## src/sfps_pkg.sv

```systemverilog
package sfps_pkg;
    localparam logic [7:0] OFS_CMD = 8'h0F;
    localparam logic [7:0] OFS_WAKE = 8'h10;
    localparam logic [7:0] OFS_PTR = 8'h22;
    localparam logic [7:0] OFS_LOCK = 8'h2F;
    localparam logic [7:0] OFS_PWR1 = 8'hE0;
    localparam logic [7:0] OFS_PWR2 = 8'hE1;
    localparam logic [7:0] OFS_PAGE = 8'hFF;
    localparam logic [7:0] PG_MASTER = 8'h00;
    localparam logic [7:0] PG_MONITOR = 8'h01;
    localparam logic [7:0] PG_REFIN = 8'h02;
    localparam logic [7:0] PG_DRIVER = 8'h03;
    localparam logic [7:0] PG_SYNTH1 = 8'h0A;
    localparam logic [7:0] PG_SYNTH4 = 8'h0D;
    localparam int CMD_ESC_BIT = 1;
    localparam logic [4:0] CMD_BURN = 5'h0C;
    localparam int WAKE_MAN_BIT = 7;
    localparam int WAKE_END_BIT = 6;
    localparam logic [7:0] PTR_ALL_SEC = 8'hFF;
    localparam logic [6:0] PWR_ALL = 7'h7F;
    localparam logic [1:0] LOCK_VAL = 2'h1;
    localparam logic [7:0] RST_BYTE = 8'h00;
    localparam logic [3:0] RST_IDX = 4'h0;
    localparam int NUM_PAGES = 8;
    localparam logic [3:0] BURN_CYCLES = 4'h8;
    typedef enum {ST_ACTIVE, ST_PROG_CMD} sfps_state_t;
endpackage

```

## src/sfps_fuse_bank.sv

```systemverilog
`timescale 1ns/1ps
// Per-page burned flags and pointer snapshot taken at reset release
module sfps_fuse_bank (
    input wire logic CLK,
    input wire logic RST,
    input wire logic burn,
    input wire logic [3:0] page_idx,
    input wire logic [7:0] ptr_live,
    output logic [7:0] burned,
    output logic [7:0] ptr_applied
);
    logic snap_done_r;

    always_ff @(posedge CLK or posedge RST) begin
        if (RST) begin
            burned <= sfps_pkg::RST_BYTE;
        end else if (burn) begin
            burned[page_idx[2:0]] <= 1'b1;
        end
    end

    // Pointer captured once after reset release, then frozen until next reset
    always_ff @(posedge CLK or posedge RST) begin
        if (RST) begin
            snap_done_r <= 1'b0;
            ptr_applied <= sfps_pkg::RST_BYTE;
        end else if (!snap_done_r) begin
            snap_done_r <= 1'b1;
            ptr_applied <= ptr_live;
        end
    end
endmodule

```

## src/sfps_top.sv

```systemverilog
`timescale 1ns/1ps
module sfps_top (
    input wire logic CLK,
    input wire logic RST,
    input wire logic WR_EN,
    input wire logic RD_EN,
    input wire logic [7:0] ADDR,
    input wire logic [7:0] WDATA,
    input wire logic [7:0] PTR_NV,
    input wire logic [7:0] WAKE_NV,
    output logic [7:0] RDATA,
    output logic PROG_STATE,
    output logic BURN_PULSE,
    output logic [3:0] BURN_PAGE,
    output logic [7:0] PAGES_BURNED,
    output logic [7:0] PTR_APPLIED,
    output logic [13:0] FORCE_PWR,
    output logic MANUAL_WAKE,
    output logic AUTO_BOOT
);
    logic [7:0] page_r;
    logic [7:0] cmd_r;
    logic [7:0] wake_r;
    logic [7:0] ptr_r;
    logic [7:0] lock_r [sfps_pkg::NUM_PAGES];
    logic [7:0] pwr1_r;
    logic [7:0] pwr2_r;
    logic [3:0] pidx;
    logic cmd_wr;
    logic esc_req;
    logic burn_req;
    logic burn_ok;
    logic [7:0] wake_nv_r;
    logic strap_done_r;
    logic [3:0] busy_r;
    sfps_pkg::sfps_state_t state_r;

    // Map page code to internal page index, invalid pages map to 8
    function automatic logic [3:0] page_index(input logic [7:0] pg);
        logic [3:0] idx;
        idx = 4'h8;
        if (pg <= sfps_pkg::PG_DRIVER) begin
            idx = pg[3:0];
        end else if (pg >= sfps_pkg::PG_SYNTH1 && pg <= sfps_pkg::PG_SYNTH4) begin
            idx = 4'(pg - sfps_pkg::PG_SYNTH1) + 4'h4;
        end
        return idx;
    endfunction

    function automatic logic hit(input logic [7:0] ofs, input logic master_only);
        return ADDR == ofs && (!master_only || page_r == sfps_pkg::PG_MASTER);
    endfunction

    assign pidx = page_index(page_r);
    assign cmd_wr = WR_EN && hit(sfps_pkg::OFS_CMD, 1'b0);
    // Zero writes between command values are idle
    assign esc_req = cmd_wr && page_r == sfps_pkg::PG_MASTER
                     && WDATA[sfps_pkg::CMD_ESC_BIT];
    // Burn byte 0xC0 carries code 0xC in bits 7:4 with bit 3 clear
    assign burn_req = cmd_wr && WDATA[7:3] == {sfps_pkg::CMD_BURN[3:0], 1'b0};
    // Burn requires program state, valid page and locked fuse
    assign burn_ok = burn_req && state_r == sfps_pkg::ST_PROG_CMD && pidx[3] == 1'b0
                     && lock_r[pidx[2:0]][7:6] == sfps_pkg::LOCK_VAL
                     && busy_r == sfps_pkg::RST_IDX;

    always_ff @(posedge CLK or posedge RST) begin
        if (RST) begin
            state_r <= sfps_pkg::ST_ACTIVE;
        end else if (esc_req) begin
            state_r <= sfps_pkg::ST_PROG_CMD;
        end
    end

    always_ff @(posedge CLK or posedge RST) begin
        if (RST) begin
            page_r <= sfps_pkg::RST_BYTE;
            cmd_r <= sfps_pkg::RST_BYTE;
            ptr_r <= sfps_pkg::RST_BYTE;
            pwr1_r <= sfps_pkg::RST_BYTE;
            pwr2_r <= sfps_pkg::RST_BYTE;
            wake_r <= sfps_pkg::RST_BYTE;
            strap_done_r <= 1'b0;
        end else begin
            // Nonvolatile copies load after reset release
            if (!strap_done_r) begin
                strap_done_r <= 1'b1;
                ptr_r <= PTR_NV;
                wake_r <= WAKE_NV;
            end
            if (WR_EN) begin
                if (hit(sfps_pkg::OFS_PAGE, 1'b0)) page_r <= WDATA;
                if (cmd_wr) cmd_r <= WDATA;
                if (hit(sfps_pkg::OFS_PTR, 1'b1)) ptr_r <= WDATA;
                if (hit(sfps_pkg::OFS_WAKE, 1'b1)) wake_r <= WDATA;
                if (hit(sfps_pkg::OFS_PWR1, 1'b1)) pwr1_r <= WDATA;
                if (hit(sfps_pkg::OFS_PWR2, 1'b1)) pwr2_r <= WDATA;
            end
        end
    end

    always_ff @(posedge CLK or posedge RST) begin
        if (RST) begin
            for (int i = 0; i < sfps_pkg::NUM_PAGES; i++) lock_r[i] <= sfps_pkg::RST_BYTE;
        end else if (WR_EN && hit(sfps_pkg::OFS_LOCK, 1'b0) && !pidx[3]) begin
            lock_r[pidx[2:0]] <= WDATA;
        end
    end

    // Burn occupies a fixed number of cycles, burn commands during it are dropped
    always_ff @(posedge CLK or posedge RST) begin
        if (RST) begin
            busy_r <= sfps_pkg::RST_IDX;
            BURN_PULSE <= 1'b0;
            BURN_PAGE <= sfps_pkg::RST_IDX;
        end else begin
            BURN_PULSE <= burn_ok;
            if (burn_ok) begin
                BURN_PAGE <= pidx;
                busy_r <= sfps_pkg::BURN_CYCLES;
            end else if (busy_r != sfps_pkg::RST_IDX) begin
                busy_r <= busy_r - 4'h1;
            end
        end
    end

    // Previous-session wake strap, captured at release
    always_ff @(posedge CLK or posedge RST) begin
        if (RST) begin
            wake_nv_r <= sfps_pkg::RST_BYTE;
        end else if (!strap_done_r) begin
            wake_nv_r <= WAKE_NV;
        end
    end

    sfps_fuse_bank u_bank (
        .CLK(CLK),
        .RST(RST),
        .burn(BURN_PULSE),
        .page_idx(BURN_PAGE),
        .ptr_live(PTR_NV),
        .burned(PAGES_BURNED),
        .ptr_applied(PTR_APPLIED)
    );

    always_comb begin
        RDATA = sfps_pkg::RST_BYTE;
        if (RD_EN) begin
            if (hit(sfps_pkg::OFS_PAGE, 1'b0)) RDATA = page_r;
            else if (hit(sfps_pkg::OFS_CMD, 1'b0)) RDATA = cmd_r;
            else if (hit(sfps_pkg::OFS_LOCK, 1'b0) && !pidx[3]) RDATA = lock_r[pidx[2:0]];
            else if (hit(sfps_pkg::OFS_PTR, 1'b1)) RDATA = ptr_r;
            else if (hit(sfps_pkg::OFS_WAKE, 1'b1)) RDATA = wake_r;
            else if (hit(sfps_pkg::OFS_PWR1, 1'b1)) RDATA = pwr1_r;
            else if (hit(sfps_pkg::OFS_PWR2, 1'b1)) RDATA = pwr2_r;
        end
    end

    assign PROG_STATE = state_r == sfps_pkg::ST_PROG_CMD;
    assign FORCE_PWR = {pwr2_r[6:0] & sfps_pkg::PWR_ALL, pwr1_r[6:0] & sfps_pkg::PWR_ALL};
    // Manual wake needs bit 7 set and bit 6 clear
    assign MANUAL_WAKE = wake_r[sfps_pkg::WAKE_MAN_BIT]
                         && !wake_r[sfps_pkg::WAKE_END_BIT];
    // Autonomous boot once released unless the stored wake byte has bit 7 set and bit 6 clear
    assign AUTO_BOOT = strap_done_r && (!wake_nv_r[sfps_pkg::WAKE_MAN_BIT]
                       || wake_nv_r[sfps_pkg::WAKE_END_BIT]);

    property p_no_burn_active;
        @(posedge CLK) disable iff (RST)
        state_r == sfps_pkg::ST_ACTIVE |=> !BURN_PULSE;
    endproperty
    a_no_burn_active: assert property (p_no_burn_active) else $error("burn in active");

    property p_esc;
        @(posedge CLK) disable iff (RST) esc_req |=> PROG_STATE;
    endproperty
    a_esc: assert property (p_esc) else $error("escape missed");

    property p_burn_once;
        @(posedge CLK) disable iff (RST) BURN_PULSE |=> !BURN_PULSE;
    endproperty
    a_burn_once: assert property (p_burn_once) else $error("double burn");

    property p_burn_lock;
        @(posedge CLK) disable iff (RST)
        BURN_PULSE |-> lock_r[BURN_PAGE[2:0]][7:6] == sfps_pkg::LOCK_VAL;
    endproperty
    a_burn_lock: assert property (p_burn_lock) else $error("burn unlocked");

    // Refusals of a burn request on an unlocked or invalid page, in either state
    property p_lock_refuse;
        @(posedge CLK) disable iff (RST)
        burn_req && !pidx[3] && lock_r[pidx[2:0]][7:6] != sfps_pkg::LOCK_VAL |=> !BURN_PULSE;
    endproperty
    a_lock_refuse: assert property (p_lock_refuse) else $error("unlocked page burned");

    property p_bad_page;
        @(posedge CLK) disable iff (RST) burn_req && pidx[3] |=> !BURN_PULSE;
    endproperty
    a_bad_page: assert property (p_bad_page) else $error("invalid page burned");

    property p_burned;
        @(posedge CLK) disable iff (RST) BURN_PULSE |=> PAGES_BURNED[BURN_PAGE[2:0]];
    endproperty
    a_burned: assert property (p_burned) else $error("page not marked");

    property p_ptr_frozen;
        @(posedge CLK) disable iff (RST) strap_done_r |=> $stable(PTR_APPLIED);
    endproperty
    a_ptr_frozen: assert property (p_ptr_frozen) else $error("pointer moved");

    property p_manual;
        @(posedge CLK) disable iff (RST)
        wake_r[7:6] == 2'h2 |-> MANUAL_WAKE;
    endproperty
    a_manual: assert property (p_manual) else $error("manual lost");

    property p_page_synth;
        @(posedge CLK) disable iff (RST)
        page_r == sfps_pkg::PG_SYNTH1 |-> pidx == 4'h4;
    endproperty
    a_page_synth: assert property (p_page_synth) else $error("page map");

    c_esc: cover property (@(posedge CLK) disable iff (RST) esc_req);
    c_burn: cover property (@(posedge CLK) disable iff (RST) BURN_PULSE);
    c_drop: cover property (@(posedge CLK) disable iff (RST) burn_req && !burn_ok);
    c_synth4: cover property (@(posedge CLK) disable iff (RST) BURN_PULSE && BURN_PAGE == 4'h7);
endmodule

```

## config.mk

```make
export PLATFORM = sky130hd
export DESIGN_NAME = sfps_top
export DESIGN_NICKNAME = d
export VERILOG_FILES = /design/src/sfps_pkg.sv /design/src/sfps_fuse_bank.sv /design/src/sfps_top.sv
export SDC_FILE = /design/constraint.sdc
export NUM_CORES = 1
export LEC_CHECK = 0
export ABC_CLOCK_PERIOD_IN_PS = 5700
export BUFFER_PORTS_ARGS = -buffer_cell sky130_fd_sc_hd__buf_4
export CAP_MARGIN = 25
export CORE_UTILIZATION = 45
export CTS_BUF_LIST = sky130_fd_sc_hd__clkbuf_8
export DETAILED_ROUTE_END_ITERATION = 8
export GPL_TIMING_DRIVEN = 0
export PLACE_DENSITY = 0.74
export SYNTH_ARGS = -nofsm -noshare
export SYNTH_HDL_FRONTEND = slang
export SYNTH_SLANG_ARGS = --single-unit
```

## constraint.sdc

```tcl
create_clock -name CLK -period 5.7 [get_ports CLK]
set_input_delay 0.285 -clock CLK [delete_from_list [all_inputs] [get_ports CLK]]
set_output_delay 0.285 -clock CLK [all_outputs]
set_load 0.01 [all_outputs]
```

Word level (Yosys, flattened, before mapping)
Cells that the tools add are included.

cells by class
  add/sub/neg operators = 3
  $lt $le $gt $ge = 7
  equality and inequality tests = 9
  muxes and demuxes = 26
  bitwise logic cells = 3
  reduce and logical (&&, ||, !) cells = 32

operator list
  operator                                                                             count
  8-bit 2-to-1 mux                                                                     17
  64-bit bitwise mux                                                                   1
  8-bit binary-select mux with 3-bit select                                            1
  8-bit demux with 3-bit select                                                        1
  8-bit equality test, second input constant                                           3
  1-bit logical AND                                                                    20
  8-bit by 6-bit equality test with 1-bit output, second input constant                2
  4-bit 2-to-1 mux                                                                     4
  8-bit by 4-bit equality test with 1-bit output, second input constant                1
  8-bit by 5-bit equality test with 1-bit output, second input constant                1
  8-bit by 4-bit greater-or-equal comparator with 1-bit output, second input constant  1
  8-bit by 2-bit less-or-equal comparator with 1-bit output, second input constant     1
  8-bit by 4-bit less-or-equal comparator with 1-bit output, second input constant     1
  8-bit logical NOT                                                                    1
  8-bit bitwise OR                                                                     1
  2-bit AND reduction                                                                  4
  5-bit equality test, second input constant                                           1
  4-bit by 3-bit adder with 4-bit output, second input constant                        1
  4-bit greater-or-equal comparator, second input constant                             1
  4-bit logical NOT                                                                    1
  3-bit by 4-bit < comparator with 1-bit output, second input constant                 1
  4-bit by 1-bit < comparator with 1-bit output, second input constant                 1
  3-bit inverter with 4-bit output                                                     1
  4-bit nonzero test                                                                   1
  10 further kinds                                                                     12

word-level totals
  register bits = 147
  input port bits = 36
  output and inout bits = 46

Longest topological paths before layout
  depth in word-level cells = 12
  mapped depth = 9
  depth with buffers taken out = 8

Modules after synthesis
A second synthesis with hierarchy kept.

unflattened totals
  cell total of the unflattened synthesis = 609
  area, all modules = 7239.4 um2

modules (own cells, without submodules)
  module          times used  cells each  area each (um2)  sequential area each (um2)
  sfps_top        1           569         6573.8           3128.0
  sfps_fuse_bank  1           40          665.6            425.4

Worst setup path after synthesis
OpenSTA, ideal clock, no wires.

  path type = register to output
  start = reg page_r[4]
  end = out RDATA[0]
  arrival time = 2.452 ns
  data required time = 5.415 ns
  slack = 2.963 ns
  cell stages (with the launch flop) = 9
  buffers on the path = 1
  path through = dfrtp_1 -> nor4_4 -> nand2_1 -> or4_1 -> clkbuf_1 -> nor4_2 -> a22o_1 -> nor3_1 -> nor3_1

on the way
  cells in the longest elaborated chain, start to end = 12
  elaborated cells between the ends (all ways) = 25

ends and longest elaborated chain
  what                                                                                                                                              RTL line         RTL
  start, declared                                                                                                                                   sfps_top.sv:21   logic [7:0] page_r;
  start signal, assigned                                                                                                                            sfps_top.sv:76   page_r <= sfps_pkg::RST_BYTE;
  8-bit by 4-bit greater-or-equal comparator with 1-bit output / 8-bit by 4-bit less-or-equal comparator with 1-bit output (equally long branches)  sfps_top.sv:44   end else if (pg >= sfps_pkg::PG_SYNTH1 && pg <= sfps_pkg::PG_SYNTH4) begin
  1-bit logical AND                                                                                                                                 sfps_top.sv:44
  4-bit 2-to-1 mux                                                                                                                                  sfps_top.sv:44
  4-bit 2-to-1 mux                                                                                                                                  sfps_top.sv:42   if (pg <= sfps_pkg::PG_DRIVER) begin
  3-bit inverter with 4-bit output (not written as such)                                                                                            sfps_top.sv:150  else if (hit(sfps_pkg::OFS_LOCK, 1'b0) && !pidx[3]) RDATA = lock_r[pidx[2:0]];
  8-bit binary-select mux with 3-bit select                                                                                                         sfps_top.sv:150
  8-bit 2-to-1 mux (not written as such) (2 in a row)                                                                                               sfps_top.sv:150
  8-bit 2-to-1 mux (*)                                                                                                                              sfps_top.sv:150
  8-bit 2-to-1 mux (*)                                                                                                                              sfps_top.sv:149  else if (hit(sfps_pkg::OFS_CMD, 1'b0)) RDATA = cmd_r;
  8-bit 2-to-1 mux (*)                                                                                                                              sfps_top.sv:148  if (hit(sfps_pkg::OFS_PAGE, 1'b0)) RDATA = page_r;
  8-bit 2-to-1 mux (*)                                                                                                                              sfps_top.sv:147  if (RD_EN) begin
  end, declared                                                                                                                                     sfps_top.sv:11   output logic [7:0] RDATA,

Every way passes the cells marked *; elsewhere a longest branch is shown, timed or not. The select of a mux whose other input is x is not followed.

Final worst setup path
Ends and elaborated chain as after synthesis.

==> flow_summary_export.csv <==
group,metric,value,unit
worst_setup_path,cp.arrival,3.83,ns
power_and_ir_drop,swShare,25.27,%
global_route,grt_pass1_wl,28480,um
synthesis,netlist_instances,590,
run_status,status,"completed",
final_layout,fillers,1261,
power_and_ir_drop,p_clk_share,41.5,%
routing,vias_per_cell,5.737,
routing,routed_wl,17370,um
floorplanning,pin_count,82,
synthesis,avgSynthCellArea,11.75,um2
synthesis,synth.distinct_cells,61,
floorplanning,die-area,15910,um2
routing,post_drt_wl_per_cell,19.46,um
final_layout,seq_area,3528,um2
final_layout,area_delta_synth_final,19.81,%
routing,vias,5123,
synthesis,yosysSeqAreaShare,50.88,%
timing,setup_tns,0,ns
synthesis,syn_nets,628,
hold_path,min_path_type,"in2reg",
timing,slew-limit-headroom,32.16,%
worst_setup_path,cp-start-kind,"register",
global_route,antenna_found_initial,0,
clock_tree,root_buffer,"clkbuf_8",
timing,period_minus_slack,4.114,ns
final_layout,layout.cells.non_filler,893,
placement,gp_congestion,0.8620,
clock_tree,clk_pin_slew_worst_paths,0.08,ns
timing,worst-slew-pin-transition,1.010,ns
final_layout,nets,730,
synthesis,synthAdderAreaFrac,0.3609,%
timing,setup_viol,0,
routing,drt-pass1-iter-count,5,
power_and_ir_drop,p_switching,0.0005926,W
timing,hold_ws,0.07209,ns
routing,drc,0,
power_and_ir_drop,p_leak,4.017,nW
clock_tree,clock_latency,0.45,ns
worst_setup_path,path_class,"reg2out",
routing,antenna_left,0,
flow_run,maxCapViolCount,0,
global_route,grt_pass1_vias,5380,
floorplanning,fp.dieH,126.1,um
synthesis,netlist_area,6934,um2
synthesis,synth_compound_gate_area_share,9.780,%
timing,slew_violations,0,
synthesis,synth_warnings,0,
clock_tree,cts_buffers,17,
power_and_ir_drop,p_comb_share,12.2,%
clock_tree,clk_path_buf_depth,2,
timing,period_share,72.17,%
power_and_ir_drop,pwr-share-seq,46.3,%
synthesis,ys_seq_elements,141,
floorplanning,coreArea,15150,um2
floorplanning,rows,45,
worst_setup_path,worstSetupEndpointType,"output port",
power_and_ir_drop,p_int,0.001753,W
synthesis,synth-xor-area-share,0.1263,%
global_route,grt_usage,23.33,%
clock_tree,cts_sinks,141,
power_and_ir_drop,p_total,0.002345,W
synthesis,synth_edf_count,0,
final_layout,drive_gt1_share,37.87,%
final_layout,multi_input_area,3152,um2
clock_tree,cts_tree,"yes",
final_layout,diodes,0,
routing,dr.first_iter.drc_count,309,
placement,place_inst,860,
synthesis,synthArstFlopShare,100.0,%
clock_tree,cts_resized,0,
power_and_ir_drop,powerDensity,282.3,nW/um2
power_and_ir_drop,peakVddDrop,0.0001756,V
floorplanning,start_util,45.78,%
synthesis,synth_simple_gate_area_share,12.34,%
synthesis,synth_top_flop_cell,"dfrtp_1",
timing,hold_viol_final,0,
timing,rsz0062_at_grt,"no",
floorplanning,die_w,126.1,um
clock_tree,h-tree-depth,4,
synthesis,synth_top_family_by_area,"multiplexers",
worst_setup_path,cp.required,5.41,ns
timing,clock_skew,0.004860,ns
global_route,grt_overflow,0,
worst_setup_path,worstPathMaxFanout,10,
placement,portBuffers,81,
timing,fmax,243.1,MHz
global_route,grt_start_max_net_pins,73,
synthesis,synth_mux_area_share,22.79,%
placement,dp_hpwl,12490,um
## cells in the final DEF, fill, tap and decap left out, drive strengths merged, types with 9 or more instances in the layout
| master | n |
|---|---|
| dfrtp | 141 |
| mux2 | 108 |
| buf | 103 |
| nand2 | 40 |
| clkbuf | 39 |
| nor2 | 37 |
| mux2i | 36 |
| a21oi | 34 |
| nand3 | 17 |
| nor3 | 14 |
| o21ai | 11 |
| inv | 11 |
| a22o | 9 |
## state kept, by name (all words and copies together), names as in the netlist
signal and count:
BURN_PULSE 1, wake_nv_r 2, ptr_r 8, pwr1_r 8, u_bank.burned 8, wake_r 8
busy_r 4, page_r 8, lock_r 64, pwr2_r 8, state_r 1, cmd_r 8
BURN_PAGE 4, u_bank.snap_done_r 1, u_bank.ptr_applied 8
## cells by family (layout without fill, tap and decap cells)
logic type | Yosys count | in the layout
xor gates and xnor gates | 1 | 1
muxes | 144 | 144
adders and majority gates | 2 | 2
other | 1 | 1
DFF | 141 | 141
buffers and inverters | 52 | 167
and+or+nand+nor | 150 | 150
AOI/OAI and AO/OA | 99 | 99
## path summary, 6_finish.rpt
path / from / end / slack [ns] / cells after the start
min in group asynchronous: RST / wake_r[5]$_DFF_PP0_ / 0.48 / 3
setup reg to reg: page_r[1]$_DFFE_PP0P_ / BURN_PAGE[2]$_DFFE_PP0P_ / 2.48 / 8
setup / recovery: page_r[4]$_DFFE_PP0P_ / RDATA[0] / 1.59 / 9
max in group asynchronous: RST / u_bank.burned[6]$_DFFE_PP0P_ / 4.44 / 4
hold / removal: PTR_NV[3] / u_bank.ptr_applied[3]$_DFFE_PP0N_ / 0.07 / 2
hold reg to reg: u_bank.burned[5]$_DFFE_PP0P_ / u_bank.burned[5]$_DFFE_PP0P_ / 0.47 / 1
## Yosys cell counts (7+ instances only)
| cell type | number | area (um2) |
|---|---|---|
| dfrtp_1 | 141 | 3528 |
| mux2_2 | 107 | 1205 |
| nand2_1 | 39 | 146.4 |
| mux2i_1 | 35 | 350.3 |
| a21oi_1 | 34 | 170.2 |
| nor2_1 | 33 | 123.9 |
| clkbuf_1 | 21 | 78.83 |
| buf_4 | 14 | 105.1 |
| nand3_1 | 14 | 70.07 |
| nor3_1 | 13 | 65.06 |
| inv_1 | 10 | 37.54 |
| o21ai_0 | 10 | 50.05 |
| a22o_1 | 9 | 78.83 |
| o22ai_1 | 7 | 43.79 |
## stage by stage
step	util (%)	setup slack, ns	area [um2]
final	54.85	1.586	8308
after global routing	54.85	1.420	8308
after CTS	54.85	1.586	8308
after detailed placement	51.57	2.104	7810
after global placement	51.35	0.2931	7777
after floorplan	-	1.634	6934
## repair_timing
action / in CTS / in global routing
setup buffers: 0 / 0
hold buffers: 1 / 0
hold endpoints to repair: 69 / 0
## worst max-delay path, stage by stage, from the launching register on
cell and delay (ns):
dfrtp_1 0.43, nor4_4 0.60, nand2_1 0.22, or4_1 0.44
clkbuf_1 0.20, nor4_2 0.60, a22o_1 0.28, nor3_1 0.08
nor3_1 0.34, buf_4 0.19
## power by group through the flow
stage | registers (W) | logic [W] | clock network [W]
5_1_grt | 0.00109 | 0.000317 | 0.00103
4_1_cts | 0.00108 | 0.000289 | 0.000989
3_5_place_dp | 0.00110 | 0.000287 | 0
3_3_place_gp | 0.00110 | 0.000271 | 0
6_report | 0.00109 | 0.000287 | 0.000973
2_1_floorplan | 0.00110 | 0.000185 | 0
## routing by layer
metal / GRT usage, % / share of wire, % / routed length [um] / vias up
met3: 5.395 / 5.1 / 884 / 24
met1: 29.12 / 43 / 7440 / 2588
met5: 0 / 0 / 0 / -
met4: 7.938 / 1.9 / 337 / 0
met2: 39.81 / 50 / 8711 / 157
li1: - / - / - / 2354
## layout make-up
type,instances,share of cell area [%]
plain buffers,42,2.605
clock buffers,18,2.982
clock inverters,14,2.892
inverters,10,0.5120
multi-input cells,397,37.94
flip-flops and latches,141,42.47
well taps,188,2.831
repair buffers,83,7.771
(Power assumes the default switching activity.)
